### src/sstp_consts.vh
/*
 * Constants of the serial target port: link encodings, target
 * addresses and reset values.
 * Assumes inclusion by bare name from the port's design files.
 */
`ifndef SSTP_CONSTS_VH
`define SSTP_CONSTS_VH

// ----------------------------------------
// Command byte layout
// ----------------------------------------
`define SSTP_CMD_RW_BIT      7
`define SSTP_CMD_MB_BIT      6
`define SSTP_ADDR_W          6

// ----------------------------------------
// Target addresses, 7 bit
// ----------------------------------------
`define SSTP_I2C_ADDR_HI     7'h1d
`define SSTP_I2C_ADDR_LO     7'h53

// ----------------------------------------
// Link limits and reset values
// ----------------------------------------
`define SSTP_SPI_MAX_KHZ     5000
`define SSTP_SYNC_STAGES     2
`define SSTP_PTR_RST         6'h00
`define SSTP_BYTE_RST        8'h00

`endif

### src/sstp_port.v
/*
 * Serial target port: SPI (3/4-wire, mode 3) and I2C target access to
 * a 64-entry register space with an auto-incrementing pointer.
 * Assumes the register space answers reg_rdata_i combinationally from
 * reg_addr_o, and that pins toggle far slower than clk_i.
 */
// Functional notes
// RQ1: The port is only ever a target, and I2C is active whenever chip select is high.
// RQ2: The 3-wire input selects 3-wire SPI when one and 4-wire SPI when zero.
// RQ3: SPI runs with polarity 1 and phase 1, with a serial clock no faster than 5 MHz; the bench host clocks at 80 ns, 12.5 MHz.
// RQ4: The controller frames each SPI transaction with chip select low and supplies the clock.
// RQ5: The controller ignores what the port returns during any write.
// RQ6: A transfer of several bytes needs the multi-byte flag after the read/write bit.
// RQ7: After the address and first data byte, each further eight clocks advance the pointer.
// RQ8: Non-consecutive registers need a new transaction with a fresh address.
// RQ9: The two highest sample rates want an SPI clock of at least 2 MHz.
// RQ10: The 800 Hz rate wants at least 400 kHz, lower rates proportionally less.
// RQ11: A host configuring its clock mode late raises chip select first.
// RQ12: Idle SPI lines are held at defined levels by the controller.
// RQ13: The address-select pin is tied high or low to pick the I2C address.
// RQ14: The I2C address is 0x1D with the select pin high and 0x53 with it low.
// RQ15: I2C supports 100 kHz and 400 kHz with single and multi-byte reads and writes.
// RQ16: The SPI command byte is read/write, multi-byte flag, then a six-bit address, MSB first.
// RQ17: In 3-wire mode the shared data pin is driven only in the data phase of a read.
`timescale 1ns/1ns
`include "sstp_consts.vh"
module sstp_port (
    // Clock and reset
    input  wire       clk_i,
    input  wire       rst_b_i,
    // Serial pins
    input  wire       cs_b_i,
    input  wire       sclk_i,
    input  wire       shared_serial_data_pin_i,
    input  wire       address_select_pin_i,
    output reg        shared_serial_data_pin_o,
    output reg        shared_serial_data_pin_oe_o,
    output reg        sdo_o,
    output reg        sdo_oe_o,
    // Configuration
    input  wire       three_wire_i,
    // Register space
    output reg  [5:0] reg_addr_o,
    output reg  [7:0] reg_wdata_o,
    output reg        reg_wr_o,
    output reg        reg_rd_o,
    input  wire [7:0] reg_rdata_i
);

    // ----------------------------------------
    // I2C states
    // ----------------------------------------
    localparam [2:0] ST_IDLE = 3'd0;
    localparam [2:0] ST_ADDR = 3'd1;
    localparam [2:0] ST_PTR  = 3'd2;
    localparam [2:0] ST_DATA = 3'd3;
    localparam [2:0] ST_ACK  = 3'd4;
    localparam [2:0] ST_TXD  = 3'd5;
    localparam [2:0] ST_MACK = 3'd6;

    // ----------------------------------------
    // Pin synchronisers
    // ----------------------------------------
    wire [3:0] pins_s;
    wire       cs_s   = pins_s[0];
    wire       clk_s  = pins_s[1];
    wire       dat_s  = pins_s[2];
    wire       asel_s = pins_s[3];

    sstp_sync #(
        .WIDTH (4)
    ) u_sync (
        .clk_i     (clk_i),
        .rst_b_i   (rst_b_i),
        .d_i       ({address_select_pin_i, shared_serial_data_pin_i, sclk_i, cs_b_i}),
        .rst_val_i (4'hf),
        .q_o       (pins_s)
    );

    reg        cs_prev_reg;
    reg        clk_prev_reg;
    reg        dat_prev_reg;
    reg  [7:0] rx_reg;
    reg  [7:0] tx_reg;
    reg  [2:0] cnt_reg;
    reg  [3:0] i2c_cnt_reg;
    reg        first_reg;
    reg        rw_reg;
    reg        mb_reg;
    reg        done_reg;
    reg        load_reg;
    reg  [2:0] st_reg;
    reg        ack_rd_reg;
    reg        after_ptr_reg;

    wire       clk_rise = clk_s & ~clk_prev_reg;
    wire       clk_fall = ~clk_s & clk_prev_reg;
    wire       i2c_start = clk_s & clk_prev_reg & dat_prev_reg & ~dat_s;
    wire       i2c_stop  = clk_s & clk_prev_reg & ~dat_prev_reg & dat_s;
    wire [7:0] rx_full   = {rx_reg[6:0], dat_s};
    wire       rd_phase  = rw_reg & ~first_reg & ~done_reg;
    wire [6:0] my_addr   = asel_s ? `SSTP_I2C_ADDR_HI : `SSTP_I2C_ADDR_LO; // RQ14 RQ13

    // ----------------------------------------
    // Port engine
    // ----------------------------------------
    always @(posedge clk_i)
    begin
        if (!rst_b_i)
        begin
            cs_prev_reg                 <= 1'b1;
            clk_prev_reg                <= 1'b1;
            dat_prev_reg                <= 1'b1;
            rx_reg                      <= `SSTP_BYTE_RST;
            tx_reg                      <= `SSTP_BYTE_RST;
            cnt_reg                     <= 3'd0;
            i2c_cnt_reg                 <= 4'd0;
            first_reg                   <= 1'b1;
            rw_reg                      <= 1'b0;
            mb_reg                      <= 1'b0;
            done_reg                    <= 1'b0;
            load_reg                    <= 1'b0;
            st_reg                      <= ST_IDLE;
            ack_rd_reg                  <= 1'b0;
            after_ptr_reg               <= 1'b0;
            reg_addr_o                  <= `SSTP_PTR_RST;
            reg_wdata_o                 <= `SSTP_BYTE_RST;
            reg_wr_o                    <= 1'b0;
            reg_rd_o                    <= 1'b0;
            sdo_o                       <= 1'b1;
            sdo_oe_o                    <= 1'b0;
            shared_serial_data_pin_o    <= 1'b0;
            shared_serial_data_pin_oe_o <= 1'b0;
        end
        else
        begin
            cs_prev_reg  <= cs_s;
            clk_prev_reg <= clk_s;
            dat_prev_reg <= dat_s;
            reg_wr_o     <= 1'b0;
            reg_rd_o     <= 1'b0;
            load_reg     <= 1'b0;
            if (!cs_s)
            begin
                // SPI, framed by chip select low
                st_reg <= ST_IDLE; // RQ1
                if (cs_prev_reg)
                begin
                    cnt_reg   <= 3'd0; // RQ4
                    first_reg <= 1'b1;
                    done_reg  <= 1'b0;
                    rw_reg    <= 1'b0;
                end
                else
                begin
                    // Burst write steps only once its store has used the pointer
                    if (reg_wr_o && mb_reg)
                        reg_addr_o <= reg_addr_o + 6'd1; // RQ7
                    // Read data fetched one cycle after the pointer settles
                    if (load_reg)
                    begin
                        tx_reg   <= reg_rdata_i;
                        reg_rd_o <= 1'b1;
                    end
                    // Mode 3: shift out on falling, sample on rising
                    if (clk_fall && rd_phase) // RQ3
                    begin
                        sdo_o                    <= tx_reg[7];
                        shared_serial_data_pin_o <= tx_reg[7];
                        tx_reg                   <= {tx_reg[6:0], 1'b0};
                    end
                    if (clk_rise)
                    begin
                        rx_reg  <= rx_full;
                        cnt_reg <= cnt_reg + 3'd1;
                        if (cnt_reg == 3'd7 && first_reg)
                        begin
                            rw_reg     <= rx_full[`SSTP_CMD_RW_BIT]; // RQ16
                            mb_reg     <= rx_full[`SSTP_CMD_MB_BIT]; // RQ6
                            reg_addr_o <= rx_full[`SSTP_ADDR_W-1:0]; // RQ16
                            first_reg  <= 1'b0;
                            load_reg   <= rx_full[`SSTP_CMD_RW_BIT];
                        end
                        else if (cnt_reg == 3'd7 && !done_reg)
                        begin
                            if (!rw_reg)
                            begin
                                reg_wdata_o <= rx_full;
                                reg_wr_o    <= 1'b1;
                            end
                            // Without the flag one byte ends the access
                            if (mb_reg)
                            begin
                                if (rw_reg)
                                    reg_addr_o <= reg_addr_o + 6'd1; // RQ7
                                load_reg   <= rw_reg;
                            end
                            else
                                done_reg <= 1'b1; // RQ6
                        end
                    end
                end
                sdo_oe_o                    <= ~three_wire_i; // RQ2
                shared_serial_data_pin_oe_o <= three_wire_i & rd_phase; // RQ17 RQ2
            end
            else
            begin
                // I2C target while chip select is high
                sdo_oe_o                 <= 1'b0;
                shared_serial_data_pin_o <= 1'b0;
                first_reg                <= 1'b1;
                if (!cs_prev_reg)
                begin
                    st_reg                      <= ST_IDLE;
                    shared_serial_data_pin_oe_o <= 1'b0;
                end
                else if (i2c_start) // RQ1 RQ15
                begin
                    st_reg                      <= ST_ADDR;
                    i2c_cnt_reg                 <= 4'd0;
                    shared_serial_data_pin_oe_o <= 1'b0;
                end
                else if (i2c_stop)
                begin
                    st_reg                      <= ST_IDLE;
                    shared_serial_data_pin_oe_o <= 1'b0;
                end
                else if (clk_rise)
                begin
                    case (st_reg)
                        ST_ADDR, ST_PTR, ST_DATA:
                        begin
                            rx_reg      <= rx_full;
                            i2c_cnt_reg <= i2c_cnt_reg + 4'd1;
                        end
                        ST_MACK:
                        begin
                            // Controller not-acknowledge ends the read
                            st_reg     <= dat_s ? ST_IDLE : ST_ACK;
                            ack_rd_reg <= 1'b1;
                        end
                        default:
                            st_reg <= st_reg;
                    endcase
                end
                else if (clk_fall)
                begin
                    case (st_reg)
                        ST_ADDR, ST_PTR, ST_DATA:
                        begin
                            if (i2c_cnt_reg == 4'd8)
                            begin
                                st_reg                      <= ST_ACK;
                                shared_serial_data_pin_oe_o <= 1'b1;
                                ack_rd_reg                  <= 1'b0;
                                after_ptr_reg               <= 1'b0;
                                if (st_reg == ST_ADDR)
                                begin
                                    if (rx_reg[7:1] != my_addr) // RQ14
                                    begin
                                        st_reg                      <= ST_IDLE;
                                        shared_serial_data_pin_oe_o <= 1'b0;
                                    end
                                    ack_rd_reg <= rx_reg[0];
                                end
                                else if (st_reg == ST_PTR)
                                begin
                                    reg_addr_o    <= rx_reg[`SSTP_ADDR_W-1:0];
                                    after_ptr_reg <= 1'b1;
                                end
                                else
                                begin
                                    reg_wdata_o   <= rx_reg;
                                    reg_wr_o      <= 1'b1;
                                    after_ptr_reg <= 1'b1;
                                end
                            end
                        end
                        ST_ACK:
                        begin
                            i2c_cnt_reg <= 4'd0;
                            if (ack_rd_reg)
                            begin
                                // First data bit leaves as the acknowledge ends
                                tx_reg                      <= {reg_rdata_i[6:0], 1'b0};
                                shared_serial_data_pin_oe_o <= ~reg_rdata_i[7];
                                reg_rd_o                    <= 1'b1;
                                reg_addr_o                  <= reg_addr_o + 6'd1; // RQ15
                                i2c_cnt_reg                 <= 4'd1;
                                st_reg                      <= ST_TXD;
                            end
                            else
                            begin
                                shared_serial_data_pin_oe_o <= 1'b0;
                                st_reg <= after_ptr_reg ? ST_DATA : ST_PTR;
                            end
                        end
                        ST_TXD:
                        begin
                            if (i2c_cnt_reg == 4'd8)
                            begin
                                shared_serial_data_pin_oe_o <= 1'b0;
                                st_reg                      <= ST_MACK;
                            end
                            else
                            begin
                                shared_serial_data_pin_oe_o <= ~tx_reg[7];
                                tx_reg                      <= {tx_reg[6:0], 1'b0};
                                i2c_cnt_reg                 <= i2c_cnt_reg + 4'd1;
                            end
                        end
                        default:
                            st_reg <= st_reg;
                    endcase
                end
                // Write data advances after the store has used the pointer
                if (reg_wr_o)
                    reg_addr_o <= reg_addr_o + 6'd1;
            end
        end
    end

endmodule // sstp_port

### src/sstp_sync.v
/*
 * Two-stage synchroniser for a group of asynchronous pin levels.
 * Assumes the inputs are quasi-static relative to clk_i.
 */
`timescale 1ns/1ns
module sstp_sync #(
    parameter WIDTH = 4
) (
    // Clock and reset
    input  wire             clk_i,
    input  wire             rst_b_i,
    // Pins in, synced levels out
    input  wire [WIDTH-1:0] d_i,
    input  wire [WIDTH-1:0] rst_val_i,
    output wire [WIDTH-1:0] q_o
);

    reg [WIDTH-1:0] meta_reg;
    reg [WIDTH-1:0] sync_reg;

    genvar g;
    generate
        for (g = 0; g < WIDTH; g = g + 1)
        begin : g_bit
            always @(posedge clk_i)
            begin
                if (!rst_b_i)
                begin
                    meta_reg[g] <= rst_val_i[g];
                    sync_reg[g] <= rst_val_i[g];
                end
                else
                begin
                    meta_reg[g] <= d_i[g];
                    sync_reg[g] <= meta_reg[g];
                end
            end
        end
    endgenerate

    assign q_o = sync_reg;

endmodule // sstp_sync

### config.mk
export PLATFORM = sky130hd
export DESIGN_NAME = sstp_port
export DESIGN_NICKNAME = d
export VERILOG_FILES = /design/src/sstp_port.v /design/src/sstp_sync.v
export VERILOG_INCLUDE_DIRS = /design/src
export SDC_FILE = /design/constraint.sdc
export NUM_CORES = 1
export LEC_CHECK = 0
export ABC_AREA = 1
export BUFFER_PORTS_ARGS = -buffer_cell sky130_fd_sc_hd__buf_2
export CELL_PAD_IN_SITES_DETAIL_PLACEMENT = 0
export CELL_PAD_IN_SITES_GLOBAL_PLACEMENT = 1
export CORE_ASPECT_RATIO = 0.9
export CORE_UTILIZATION = 38
export DETAILED_ROUTE_END_ITERATION = 6
export GPL_TIMING_DRIVEN = 0
export MAX_ROUTING_LAYER = met4
export PLACE_DENSITY_LB_ADDON = 0.3
export SLEW_MARGIN = 10
export SYNTH_ARGS = -nofsm -noshare
export SYNTH_HDL_FRONTEND = slang
export SYNTH_SLANG_ARGS = --single-unit
### constraint.sdc
create_clock -name clk_i -period 1.9 [get_ports clk_i]
set_clock_uncertainty 0.1 [all_clocks]
set_input_delay 0.38 -clock clk_i [delete_from_list [all_inputs] [get_ports clk_i]]
set_output_delay 0.38 -clock clk_i [all_outputs]
set_load 0.02 [all_outputs]
After elaboration in Yosys (flattened, before gate mapping). Index checks and enable logic that the tools add are counted.

Input port bits: 15. Register bits after elaboration: 64.

Mux-type cells: 133. Eq/ne operators: 49. Bitwise logic cells: 25. Add/subtract/negate cells: 3. Reductions and logical operators: 40.

Operators with widths (number): $mux 8 (34); $mux 6 (18); $mux 1 (58); $mux 3 (11); $ne 3x3->1 const B (10); $ne 2x2->1 const B (14); $mux 4 (6); $ne 4x4->1 const B (6); $ne 5x5->1 const B (4); $pmux 8 s2 (1); $reduce_and 8->1 (2); $not 1->1 (15); $reduce_and 5->1 (3); $reduce_and 14->1 (1); $reduce_and 7->1 (2); $eq 3x3->1 const B (4); $pmux 6 s2 (1); $reduce_bool 2->1 (6); $reduce_bool 4->1 (3); $reduce_and 11->1 (1); $and 1x1->1 (10); $reduce_and 10->1 (1); $pmux 3 s3 (1); $reduce_and 3->1 (3); 25 further kinds (35).

Longest topological paths before layout. Gate-level depths: netlist of run 1.

Word-level depth: 12. Gate-level depth with buffers: 13. Gate-level depth less buffers: 13.

Modules after synthesis. From an unflattened synthesis of run 1, not the netlist that was laid out.

Cells, all modules: 599. Area, all modules: 3848.7 µm².

Modules (own cells, without submodules): sstp_port (times used 1, cells an instance 569, area each 3583.4 µm², seq. area each 1121.1 µm²); sstp_sync (times used 1, cells an instance 30, area each 265.3 µm², seq. area each 160.2 µm²).

Least setup slack after synthesis of run 1. Ideal clock, no wire load.

Path kind: register to register. Start point: reg u_sync.sync_reg[0] (netlist: u_sync.q_o[0]). End point: reg rx_reg[0]. Clock period less this slack: 1.801 ns. Setup slack: 0.099 ns. Arrival: 1.582 ns. Stages on the path, launching flop included: 9. Cell sequence: dfxtp_1 -> inv_2 -> buf_1 -> ha_1 -> a211oi_1 -> nand2_1 -> buf_6 -> o21ai_0 -> a21oi_1.

Cells in the longest elaborated chain, start to end: 2.

Ends and longest elaborated chain: start, declared (line sstp_sync.v:19) `reg [WIDTH-1:0] sync_reg;`; start signal, assigned by index (line sstp_sync.v:30) `sync_reg[g] <= rst_val_i[g];`; start signal, assigned by index (line sstp_sync.v:35) `sync_reg[g] <= meta_reg[g];`; $ne 2x2->1 (no source line) / $ne 2x1->1 (equally long branches); $reduce_and 7->1 (no source line); end signal, assigned (line sstp_port.v:114) `` rx_reg <= `SSTP_BYTE_RST; ``; end signal, assigned (line sstp_port.v:174) `rx_reg <= rx_full;`; end signal, assigned (line sstp_port.v:233) `rx_reg <= rx_full;`; end, declared (line sstp_port.v:83) `reg [7:0] rx_reg;`.

Several ways; a longest one is shown, not always the timed one. A chain may end at the register's enable or synchronous reset.

Worst setup path after layout of run 1.
Start point: reg i2c_cnt_reg[0]. End point: reg tx_reg[3].

Cells in the longest elaborated chain, start to end: 3.

Ends and longest elaborated chain: start, declared (line sstp_port.v:86) `reg [3:0] i2c_cnt_reg;`; start signal, assigned (line sstp_port.v:234) `i2c_cnt_reg <= i2c_cnt_reg + 4'd1;`; start signal, assigned (line sstp_port.v:309) `i2c_cnt_reg <= i2c_cnt_reg + 4'd1;`; $eq 4x4->1 (line sstp_port.v:300) `if (i2c_cnt_reg == 4'd8)`; $ne 3x3->1 (no source line); $reduce_and 10->1 (no source line); end signal, assigned (line sstp_port.v:170) `tx_reg <= {tx_reg[6:0], 1'b0};`; end signal, assigned (line sstp_port.v:285) `tx_reg <= {reg_rdata_i[6:0], 1'b0};`; end signal, assigned (line sstp_port.v:308) `tx_reg <= {tx_reg[6:0], 1'b0};`; end, declared (line sstp_port.v:84) `reg [7:0] tx_reg;`.

Every way passes these cells.

==> results.txt, run 1 <==
The run finished with clean final reports. The number of clock buffers added by TritonCTS is 9. The finished cells cover between 4000 and 5000 sq um. The register area share after synthesis came out at 0.3305. The total power divided by cell area came out at 785.2 nW/um^2. The commonest non-fill, non-tap cell in the layout is sky130_fd_sc_hd__nand2_1.

The signal on the critical path passes through inv_1 -> ha_1 -> nand2_1 -> nor2_4 -> nand2_2 -> nand3_2 -> nand2_4 -> nand3_4 -> o21ai_1 -> nor2_1. The family with the most delay on the worst path is simple AND/OR/NAND/NOR gates. The share of cells above drive strength 1 is 0.2348. In this run the mean area of a mapped cell was 6.603 sq um. The area enclosed by the die boundary came out at about 11000 sq um. The worst endpoint data arrival time came out at 1.97 ns. 35 I/O pins were placed. The DRC violations left came out at 0. The via count of the first global-routing pass came to around 3900. Summed over all cells, the static leakage comes to 0.002093 uW. The overall via count from detail_route came out at between 4000 and 5000. The global-route total usage across every layer is 0.2512. The initial antenna violation count is 0. For this run, the leading register cell type out of synthesis is sky130_fd_sc_hd__dfxtp_1. The maximum clock rate is 543.9 MHz. The transition time of the tightest slew-check pin came out at 0.5912 ns. The power after layout is 3853 uW. In this run the worst path has a maximum fanout of 8.

The min-delay analysis places its worst path in the category input pin to register. TritonCTS built the clock tree. The net count of the finished layout is approximately 680. The post-synthesis instance area came out at 3876 sq um. The number of library cell types mapped by synthesis came out at 40. The wire length per cell is between 15 and 20 um. Summed over all layers, the global routing overflow is 0.

The pin count of the biggest net entering global routing is 13. The wire length of the first global-routing pass is between 15000 and 20000 um. The fraction of synthesis flops using an asynchronous set or reset pin came out at 0. The diode insertion count for antenna repair came out at 0. The worst setup path is captured at a register. The number of failing hold endpoints at the final stage came out at 0. The HPWL after detailed placement is roughly 8800 um. The number of buffers and inverters on the critical path is 1. The routed wire length is around 13000 um. After layout, the worst setup slack is just over 0.06 ns. The top cell types in the final layout, fill and taps aside, are 96 x sky130_fd_sc_hd__nand2_1, 79 x sky130_fd_sc_hd__nor2_1, 61 x sky130_fd_sc_hd__a21oi_1, 57 x sky130_fd_sc_hd__dfxtp_1, 54 x sky130_fd_sc_hd__inv_1. The net count after synthesis is just over 600.

STA classifies the critical path startpoint as a register. The largest single stage delay on the critical path is about 0.37 ns. The area growth from synthesis to layout is 26.60%. Among all stages on the critical path, the largest delay is contributed by sky130_fd_sc_hd__dfxtp_1. For this configuration, the core starts out at a cell density of 0.3962. The yosys synthesis warning count is 0. In this run the tool buffered the top-level ports with 34 buffer cells. The total of endpoints with negative setup slack in the final report is 0. The largest vdd supply drop is around 0.42 mV. The clock sink count came out at 64. The number of flops mapped to enable cells by yosys came out at 0. The number of filler cells placed in the layout came out at between 1000 and 1500. Headroom to the max-slew limit came out at 0.6059. The core area came out at between 9000 and 10000 sq um. For the worst setup path, the data required time is 2.03 ns. The routed via count divided by cell count is ~5.3.

In this run the horizontal extent of the chip is ~110 um. After the first detailed-routing iteration, the DRC count stood at approximately 300. The final antenna-violating net count is 0. The later pin in the worst-skew pair is clocked with a latency of between 0.3 and 0.4 ns.

The count of mapped cells out of synthesis came out at 587. The worst path needs between 1.5 and 2 ns of the cycle, external delays included. The critical path is of the register to register type. The count of pins over their slew limit is 0. Dividing the final minimum period by the clock period gives 0.9677. The maximum buffer depth of the clock tree is 2. The pre-CTS setup slack is -0.4054 ns. The root buffer selected by CTS is sky130_fd_sc_hd__clkbuf_16. Clock-pin slew was measured on the worst setup and hold paths at 0.06 ns.

The die outline height came out at around 100 um. The placement row count is 34. The clock tree synthesis step divided the H-tree into 3 levels. The reported max-cap violation count came out at 0.

Once placement finished, the instance area stood at 4204 sq um. Synthesis inferred 64 register bits. The final weighted congestion in routability-driven placement is just under 0.9. The first-pass iteration count of the detailed router is 6.
worst register-to-register path, stage by stage, from the launching register on:
cell and delay, ns:
sky130_fd_sc_hd__dfxtp_1 0.37, sky130_fd_sc_hd__inv_1 0.08, sky130_fd_sc_hd__ha_1 0.23, sky130_fd_sc_hd__nand2_1 0.13, sky130_fd_sc_hd__nor2_4 0.06, sky130_fd_sc_hd__nand2_2 0.10
sky130_fd_sc_hd__nand3_2 0.14, sky130_fd_sc_hd__nand2_4 0.16, sky130_fd_sc_hd__nand3_4 0.14, sky130_fd_sc_hd__o21ai_1 0.16, sky130_fd_sc_hd__nor2_1 0.05
cell usage after synthesis (2+ instances only):
library cell                 n  share of area
sky130_fd_sc_hd__and3_1      2         0.0032
sky130_fd_sc_hd__o211ai_1    4         0.0077
sky130_fd_sc_hd__nor2_2      2         0.0032
sky130_fd_sc_hd__or2_2       8          0.013
sky130_fd_sc_hd__a21oi_1    62          0.080
sky130_fd_sc_hd__o21ai_1     9          0.012
sky130_fd_sc_hd__o21ai_0    54          0.070
sky130_fd_sc_hd__nand2_2     5         0.0081
sky130_fd_sc_hd__o21a_1      2         0.0039
sky130_fd_sc_hd__nor2_4      5          0.015
sky130_fd_sc_hd__clkbuf_1   10         0.0097
sky130_fd_sc_hd__buf_2       6         0.0077
sky130_fd_sc_hd__o21bai_1    2         0.0039
sky130_fd_sc_hd__nand2_1   104           0.10
sky130_fd_sc_hd__nor3_1     10          0.013
sky130_fd_sc_hd__ha_1       12          0.039
sky130_fd_sc_hd__buf_6       2         0.0058
sky130_fd_sc_hd__dfxtp_1    64           0.33
sky130_fd_sc_hd__nand3_2     2         0.0052
sky130_fd_sc_hd__a31oi_1     7          0.011
sky130_fd_sc_hd__inv_1      54          0.052
sky130_fd_sc_hd__nand3_1    41          0.053
sky130_fd_sc_hd__a211oi_1    2         0.0039
sky130_fd_sc_hd__nand3_4     3          0.014
sky130_fd_sc_hd__buf_1       2         0.0019
sky130_fd_sc_hd__xnor2_1     2         0.0045
sky130_fd_sc_hd__nand2_4     2         0.0058
sky130_fd_sc_hd__nor2_1     84          0.081
sky130_fd_sc_hd__nand4_1     8          0.013
sky130_fd_sc_hd__inv_2       7         0.0068
final cells by class:
type | instances | area (sq um) | share of cell area
Buffer | 21 | 132.6 | 0.02703
Clock buffer | 10 | 239.0 | 0.04870
Clock inverter | 6 | 115.1 | 0.02346
Inverter | 62 | 246.5 | 0.05023
Multi-Input combinational cell | 442 | 2429 | 0.4949
Sequential cell | 64 | 1292 | 0.2634
Tap cell | 126 | 157.7 | 0.03213
Timing Repair Buffer | 50 | 290.3 | 0.05915
Timing Repair inverter | 1 | 5.005 | 0.001020
power breakdown:
group / internal (uW) / switching (uW) / leakage (uW)
Sequential: 1390 / 42.1 / 0.000520
Clock: 1320 / 654 / 0.000169
Combinational: 162 / 284 / 0.00140
cells by family (layout without fill, tap and decap cells):
family | Yosys count | after routing | synth area share
adder cells (fa/ha/maj) | 12 | 12 | 0.03873
AO/OA/AOI/OAI | 145 | 145 | 0.1988
flip-flops | 64 | 64 | 0.3305
buffers and inverters | 83 | 150 | 0.08715
AND/OR/NAND/NOR | 280 | 282 | 0.3380
XOR/XNOR | 3 | 3 | 0.006780
stage by stage:
step	util	cells	TNS (ns)	hold WS [ns]
floorplan	-	587	0	0.2925
global placement	0.4297	747	-6.584	0.2962
detailed placement	0.4297	747	-6.916	0.2972
CTS	0.4822	773	-0.004863	0.1213
global route	0.5015	782	-0.05181	0.1268
finish	0.5015	782	0	0.1267
worst paths after layout:
kind / slack, ns / depth (start not counted) / end / from
worst max-delay path: 0.06 / 10 / tx_reg[3] / i2c_cnt_reg[0]
worst min-delay path: 0.13 / 2 / u_sync.meta_reg[3] / address_select_pin_i
worst max register to register: 0.06 / 10 / tx_reg[3] / i2c_cnt_reg[0]
worst min register to register: 0.31 / 1 / u_sync.q_o[3] / u_sync.meta_reg[3]
routing by layer:
| layer | up-vias | share of wire | global-route usage |
|---|---|---|---|
| met5 | - | 0 | - |
| met4 | 0 | 0.016 | 0.07069 |
| met3 | 16 | 0.067 | 0.04339 |
| met2 | 153 | 0.44 | 0.3744 |
| met1 | 1923 | 0.48 | 0.3470 |
| li1 | 2084 | - | - |
timing repair:
action	CTS	global route
pin swaps	7	15
setup endpoints to repair	33	37
cloned	2	2
resized for setup	27	46
setup buffers	8	7
hold buffers	0	0
(Power assumes the default switching activity.)
==> run 2: changes to the inputs <==
--- a/config.mk
+++ b/config.mk
@@ -7,7 +7,7 @@
 export NUM_CORES = 1
 export LEC_CHECK = 0
 export ABC_AREA = 1
-export BUFFER_PORTS_ARGS = -buffer_cell sky130_fd_sc_hd__buf_2
+export BUFFER_PORTS_ARGS = -buffer_cell sky130_fd_sc_hd__buf_4
 export CELL_PAD_IN_SITES_DETAIL_PLACEMENT = 0
 export CELL_PAD_IN_SITES_GLOBAL_PLACEMENT = 1
 export CORE_ASPECT_RATIO = 0.9
@@ -15,7 +15,7 @@
 export DETAILED_ROUTE_END_ITERATION = 6
 export GPL_TIMING_DRIVEN = 0
 export MAX_ROUTING_LAYER = met4
-export PLACE_DENSITY_LB_ADDON = 0.3
+export PLACE_DENSITY_LB_ADDON = 0.1
 export SLEW_MARGIN = 10
 export SYNTH_ARGS = -nofsm -noshare
 export SYNTH_HDL_FRONTEND = slang
==> run 2 against run 1 <==
Via count down 0.84%. Cell count up 0.64%. Count of clock-buffer cells in the layout unchanged. Cell area up 2.3%. Total power up 0.29%. Maximum frequency down 0.21%. Largest power group unchanged.
==> results.txt, run 2 (synthesis gave the netlist of run 1 again) <==
The setup slack of the worst register-to-register path is 0.06 ns (about the same). The routed wire length was 12560 um (-0.36%). The share of cells above drive strength 1 is 0.2451 (+0.01033).

From synthesis to final layout, the design area changed by 29.57%. The run finished with clean final reports. The clock sink count came to 64 (unchanged).

The number of placed I/O pins is 35 (unchanged). The placement row count came out at 34 (unchanged). The final core area utilization came out at 0.5133 (+0.01176). The diode insertion count for antenna repair was 0 (unchanged).

The library cells used most frequently in the layout, excluding fill and tap cells, are 95 x sky130_fd_sc_hd__nand2_1, 78 x sky130_fd_sc_hd__nor2_1, 60 x sky130_fd_sc_hd__a21oi_1, 58 x sky130_fd_sc_hd__buf_4, 56 x sky130_fd_sc_hd__dfxtp_1. The final-stage net count is 683 (+0.74%). The highest metal layer carrying signal wires in the routed design is met4. The clock buffer count from CTS came out at 9 (unchanged). The HPWL after detailed placement came to 8943 um (+1.6%). In this run the critical register-to-register path is launched from u_sync.q_o[1]. The max-slew headroom at the worst pin is 0.5746 (-0.03131). The core area is 9784 sq um (unchanged).

The reported max-cap violation count came out at 0 (unchanged). The overall via count from detail_route came out at 4141 (-0.84%). The cell depth of the worst min-delay path came out at 2 (unchanged). The routed via count divided by cell count was 5.262 (-1.5%). The DRC violations left came out at 0 (unchanged). The maximum clock rate is 542.8 MHz (-0.21%). The total length of routed met2 wires came out at 5353 um (-3.2%). The insertion delay to the later sink of the worst-skew pair is 0.34 ns (about the same). The delay of the slowest cell on the worst path came out at 0.38 ns (about the same). The cell depth of the worst flop-to-flop path is 8 (-2). The signal on the critical path passes through ha_2 -> clkbuf_4 -> nand2_1 -> o21ai_1 -> nand2_2 -> buf_4 -> o21ai_0 -> a21oi_1. The total of endpoints with negative setup slack in the final report is 0 (unchanged). The largest vdd supply drop came out at 0.6732 mV (+60%). The total power divided by cell area came out at 769.5 nW/um^2 (-2.0%). The initial antenna violation count came out at 0 (unchanged). The first-pass iteration count of the detailed router was 5 (-1). The number of failing hold endpoints at the final stage came out at 0 (unchanged). For hold timing, the worst endpoint is sdo_oe_o. The startpoint identified for the worst hold timing path is three_wire_i. The initial DRC count is 242 (-18%). The total of hold buffers inserted after clock tree synthesis is 0 (unchanged). The global-route congestion overflow total is 0 (unchanged). The area enclosed by the die boundary is 10610 sq um (unchanged). The endpoint identified for the worst register-to-register timing path is rx_reg[3]. The starting density of the core came out at 0.3962 (unchanged). The final critical delay including setup and external delays came out at 1.842 ns (+0.003822 ns). The pin count of the biggest net entering global routing is 13 (unchanged). The number of cells on the critical path came to 8 (-2). The met1 wire length came to 6285 um (+4.3%). The maximum buffer depth of the clock tree came to 2 (unchanged). The share of the clock period used by the worst path came to 0.9697 (+0.002012). The TritonCTS clock tree is built.

The buffer and inverter count on the worst path came out at 2 (+1). The static leakage came out at 0.002131 uW (+1.8%). The final antenna-violating net count came out at 0 (unchanged). STA classifies the critical path endpoint as a register. The root buffer cell chosen for the clock tree is sky130_fd_sc_hd__clkbuf_16. The die outline height is 97.82 um (unchanged).

The master of the slowest instance on the critical path is sky130_fd_sc_hd__dfxtp_1. The port buffer count is 34 (unchanged). The final cell area excluding filler cells is 5022 sq um (+2.3%). The depth of the CTS H-tree was 3 (unchanged). By startpoint and endpoint, the worst setup path is classified as register to register.

The worst hold slack is 0.1222 ns (-0.004438 ns). The wire length per cell is 15.96 um (-1.0%). The largest fanout on the critical path came out at 10 (+2). The total placed instance area is 4289 sq um (+2.0%).

The x dimension of the die is 108.5 um (unchanged). The final weighted congestion in routability-driven placement came out at 0.8789 (+1.5%). The via count of the first global-routing pass is 3746 (-3.6%). The transition time of the tightest slew-check pin was 0.6382 ns (+0.04696 ns). The data required time of the worst path is 2.02 ns (about the same).

The family with the most delay on the worst path is buffers and inverters. The commonest non-fill, non-tap cell in the layout is sky130_fd_sc_hd__nand2_1. The startpoint type of the worst setup path is a register.

The worst endpoint data arrival time is 1.96 ns (about the same). The wire length of the first global-routing pass was 19980 um (unchanged). The routed length on met3 came out at 813 um (-4.4%). In this run the worst hold path is classified as input pin to register. The clock transition at the registers of the reported paths came out at 0.06 ns (about the same). The global-route total usage across every layer came to 0.2551 (+0.003924). The count of pins over their slew limit is 0 (unchanged). Setup repair after global routing could not meet its margin everywhere.
==> run 2: cell count changes in the layout (fill, tap and decap cells not counted), moves of 2 or more <==
| cell | before | now |
|---|---|---|
| sky130_fd_sc_hd__clkinv_4 | 1 | 3 |
| sky130_fd_sc_hd__ha_4 | 3 | 1 |
| sky130_fd_sc_hd__buf_2 | 38 | 4 |
| sky130_fd_sc_hd__buf_4 | 17 | 58 |
==> run 2: per-stage QoR <==
stage,instances,setup WS [ns],power (uW),TNS (ns)
finish,787,0.05761,3865,0
global route,787,-0.07127,4020,-0.6244
CTS,768,-0.007035,3867,-0.01286
detailed placement,747,-0.4428,1872,-7.410
global placement,747,-0.4149,1868,-7.119
floorplan,587,0.09872,1726,0
==> run 2: area by class of cell <==
cell class              count  area (sq um)
fillers                  1017          4762
multi-input cells         440          2401
flip-flops and latches     64          1294
repair buffers             57         425.4
inverters                  62         244.0
clock buffers              10         239.0
well taps                 126         157.7
plain buffers              21         137.6
clock inverters             6         116.4
repair inverters            1         7.507
==> run 2: where the power goes <==
part           total [uW]  internal [uW]  switching, uW
sequential           1430           1390           42.5
combinational         460            182            279
clock                1970           1320            650
==> run 2: metal layers <==
layer | GRT usage | up-vias
met5 | - | -
met4 | 0.05405 | 0
met3 | 0.04539 | 8
met2 | 0.3695 | 136
met1 | 0.3674 | 1908
li1 | - | 2089
==> run 2: worst max path at each step <==
stage                        start             end
floorplan            u_sync.q_o[0]       rx_reg[0]
global placement     u_sync.q_o[0]       rx_reg[0]
detailed placement   u_sync.q_o[0]       rx_reg[0]
CTS                 i2c_cnt_reg[0]  reg_wdata_o[5]
global route         u_sync.q_o[1]   reg_addr_o[1]
finish               u_sync.q_o[1]       rx_reg[3]
==> run 2: repair_timing <==
action / CTS / global route
cloned: 1 / 2
pin swaps: 2 / 21
resized for setup: 17 / 61
buffers inserted: 4 / 17
setup endpoints to repair: 32 / 38
==> run 3: changes to the inputs <==
--- a/config.mk
+++ b/config.mk
@@ -19,4 +19,5 @@
 export SLEW_MARGIN = 10
 export SYNTH_ARGS = -nofsm -noshare
 export SYNTH_HDL_FRONTEND = slang
+export SYNTH_HIERARCHICAL = 1
 export SYNTH_SLANG_ARGS = --single-unit
==> run 3 against run 2 <==
Critical path depth unchanged. Highest routed layer unchanged. Total power down 9.6%. Non-clock buffer count down 12. Largest power group is now registers. Clock power down 32%. Sequential cell count unchanged. Combinational power up 50%. Critical path type unchanged.
==> results.txt, run 3 <==
The flow ran to the end, and the final reports show no timing, DRC or antenna violations. The data required time of the worst path was 2.01 ns (about the same). The path type of the worst min-delay path is input pin to register. The final-stage net count came out at 687 (+0.59%). The fraction of the mapped netlist area in simple logic gates is 0.3329 (-0.005060).

The fraction of synthesis flops using an asynchronous set or reset pin came out at 0 (unchanged). The largest vdd supply drop came out at 0.3812 mV (-43%). The placement row count is 34 (unchanged).

The global-route total usage across every layer is 0.2441 (-0.01099). TritonCTS built the clock tree. The max-slew headroom at the worst pin is 0.5395 (-0.03503).

The x dimension of the die is 108.1 um (-0.35%). The largest fanout on the critical path is 10 (unchanged). The total power divided by cell area came to 724.6 nW/um^2 (-5.8%). The routed via count divided by cell count is 5.157 (-2.0%).

The library cells used most frequently in the layout, excluding fill and tap cells, are 135 x sky130_fd_sc_hd__nand2_1, 65 x sky130_fd_sc_hd__inv_1, 62 x sky130_fd_sc_hd__a21oi_1, 58 x sky130_fd_sc_hd__dfxtp_1, 56 x sky130_fd_sc_hd__nor2_1. Setup repair after global routing could not meet its margin everywhere. The final weighted congestion in routability-driven placement came out at 0.8973 (+2.1%). The number of flops mapped to enable cells by yosys was 0 (unchanged).

The port buffer count came out at 34 (unchanged). The clock sink count came out at 64 (unchanged). The yosys synthesis warning count came out at 6 (+6). The insertion delay to the later sink of the worst-skew pair was 0.36 ns (+0.02 ns). The diode insertion count for antenna repair is 0 (unchanged). The area share of the largest cell type after synthesis came out at 0.3329 (+0.002364). The clock buffer count from CTS came to 9 (unchanged). The routed wire length came to 11980 um (-4.7%). After synthesis, the most frequently instantiated cells are 141 x sky130_fd_sc_hd__nand2_1, 67 x sky130_fd_sc_hd__inv_1, 65 x sky130_fd_sc_hd__a21oi_1, 64 x sky130_fd_sc_hd__dfxtp_1, 63 x sky130_fd_sc_hd__nor2_1. The number of failing hold endpoints at the final stage is 0 (unchanged). The final critical delay including setup and external delays came to 1.820 ns (-0.02283 ns). The final antenna-violating net count is 0 (unchanged). The HPWL after detailed placement was 8599 um (-3.8%). The starting density of the core is 0.3951 (-0.001096).

The multiplexer share of the synthesized area is 0 (unchanged). The number of placed I/O pins came out at 35 (unchanged). The area fraction in compound gates after synthesis is 0.1889 (-0.009956). The final core area utilization came out at 0.4951 (-0.01818). The DRC violations left is 0 (unchanged). The reported max-cap violation count is 0 (unchanged). The via count of the first global-routing pass came to 3787 (+1.1%). By startpoint and endpoint, the worst setup path is classified as register to register.

The met3 track demand over resource in global routing is 0.04762 (+0.002225). The dominant combinational cell family by area after synthesis is simple AND/OR/NAND/NOR gates. The share of cells above drive strength 1 came out at 0.2105 (-0.03456). The final cell area excluding filler cells is 4823 sq um (-4.0%).

The worst endpoint data arrival time was 1.93 ns (-0.03 ns). The post-synthesis instance area came to 3849 sq um (-0.71%). The area enclosed by the die boundary is 10540 sq um (-0.70%). The post-synthesis xor/xnor area fraction came out at 0.006827 (+0.00004848). The total placed instance area is 4273 sq um (-0.38%). The clock transition at the registers of the reported paths is 0.07 ns (about the same). The die outline height came out at 97.48 um (-0.35%). The worst setup path is launched from a register.

STA classifies the critical path endpoint as a register. The sum of negative setup slack came out at 0 ns (unchanged). The adder-cell share of the synthesized area came out at 0.03576 (-0.002974). The global-route congestion overflow total is 0 (unchanged). The library cell used most frequently in the layout, excluding fill and tap cells, is sky130_fd_sc_hd__nand2_1. The power after layout is 3495 uW (-9.6%). The number of library cell types mapped by synthesis came to 41 (+2.5%). The routing usage on met1 is 0.3324 (-0.03501).

The static leakage is 0.002199 uW (+3.2%). The depth of the CTS H-tree came out at 3 (unchanged). The maximum buffer depth of the clock tree came out at 2 (unchanged). The overall via count from detail_route is 4079 (-1.5%). The register area share after synthesis is 0.3329 (+0.002364).

The post-synthesis register bit count came out at 64 (unchanged). The area overhead of the layout relative to synthesis came out at 25.33%. The count of mapped cells out of synthesis came out at 599 (+2.0%). The wire length per cell is 15.14 um (-5.2%). The count of pins over their slew limit came out at 0 (unchanged).

The core area is 9742 sq um (-0.43%). The wire length of the first global-routing pass came out at 19230 um (-3.8%). The first-pass iteration count of the detailed router is 5 (unchanged). The met2 track demand over resource in global routing came out at 0.3635 (-0.005976). sky130_fd_sc_hd__dfxtp_1 takes more of the synthesized area than any other cell. The most frequent cell after synthesis is sky130_fd_sc_hd__nand2_1. The maximum clock rate is 549.6 MHz (+1.3%).

The share of the clock period used by the worst path is 0.9577 (-0.01202). The mean instance size in the synthesized netlist is 6.425 sq um (-2.7%). The total of endpoints with negative setup slack in the final report came out at 0 (unchanged). In the synthesized netlist the dominant register cell turns out to be sky130_fd_sc_hd__dfxtp_1. Sorting the synthesized cells by area gives the leading types as sky130_fd_sc_hd__dfxtp_1 33%, sky130_fd_sc_hd__nand2_1 14%, sky130_fd_sc_hd__a21oi_1 8.5%.

The pin count of the biggest net entering global routing is 12 (-1). The cell sitting at the root of the clock tree is a sky130_fd_sc_hd__clkbuf_8. The initial antenna violation count came out at 0 (unchanged). The transition time of the tightest slew-check pin came to 0.6907 ns (+0.05255 ns). The initial DRC count is 275 (+14%). The global routing stage identified its most utilized layer as met2.
[run 3: changes by cell type after synthesis, sizes merged, moves of 2 or more]
cell / change
clkbuf: -3
nand2: +43
nand4: -4
inv: +13
nor2: -25
nand3: +9
o21ai: -6
or2: -9
a31oi: -6
nor3: -2
a21oi: +3
a211oi: -2
[run 3: routing by layer]
| layer | routed length, um | part of all wire | vias up |
|---|---|---|---|
| met5 | 0 | 0 | - |
| met2 | 5337 | 0.45 | 111 |
| met3 | 708 | 0.059 | 18 |
| li1 | - | - | 2068 |
| met4 | 187 | 0.016 | 0 |
| met1 | 5741 | 0.48 | 1882 |
[run 3: final timing paths]
check,startpoint,endpoint,slack [ns],depth (start not counted)
worst max-delay path,cs_prev_reg,tx_reg[0],0.08,8
worst min-delay path,three_wire_i,sdo_oe_o,0.11,2
worst max register to register,cs_prev_reg,tx_reg[0],0.08,8
worst min register to register,u_sync/meta_reg[0],u_sync/q_o[0],0.32,2
[run 3: area by class of cell]
type	instances	area, sq um
plain buffers	19	140.1
clock buffers	12	155.1
clock inverters	3	65.06
fillers	1021	4918
inverters	76	296.5
multi-input cells	444	2352
flip-flops and latches	64	1291
well taps	126	157.7
repair buffers	47	365.4
[run 3: cells by family (layout without fill, tap and decap cells)]
group	after synthesis	after routing
buffers and inverters	95	157
and+or+nand+nor	290	291
AOI/OAI and AO/OA	135	135
adders and majority gates	11	11
DFF	64	64
other	1	4
xor gates and xnor gates	3	3
[run 3: what timing repair did]
item,4_1_cts,5_1_grt
endpoints found under the setup margin,37,37
resized for setup,27,40
cloned,1,0
pin swaps,2,12
buffers inserted,4,9
hold buffers,0,0
[run 3: per-stage QoR]
step / worst slack, ns / instances / hold WS, ns
after global routing: -0.01460 / 791 / 0.1110
after detailed placement: -0.5698 / 762 / 0.3100
final: 0.08044 / 791 / 0.1127
after CTS: 0.01025 / 782 / 0.1061
after global placement: -0.5561 / 762 / 0.3122
after floorplan: 0.07936 / 602 / 0.2989
[run 3: where the power goes]
group	leakage, uW	switching, uW	internal, uW	total, uW
clock	0.000112	535	802	1340
sequential	0.000523	66.0	1400	1470
combinational	0.00156	439	249	688
total	0.00220	1040	2460	3500
[run 3: critical path: stages, from the launching register on]
cell,delay (ns)
sky130_fd_sc_hd__dfxtp_1,0.38
sky130_fd_sc_hd__buf_6,0.18
sky130_fd_sc_hd__clkinv_2,0.15
sky130_fd_sc_hd__ha_1,0.32
sky130_fd_sc_hd__a21oi_2,0.18
sky130_fd_sc_hd__nand2_4,0.09
sky130_fd_sc_hd__buf_8,0.15
sky130_fd_sc_hd__nand2_1,0.06
sky130_fd_sc_hd__a21oi_1,0.05
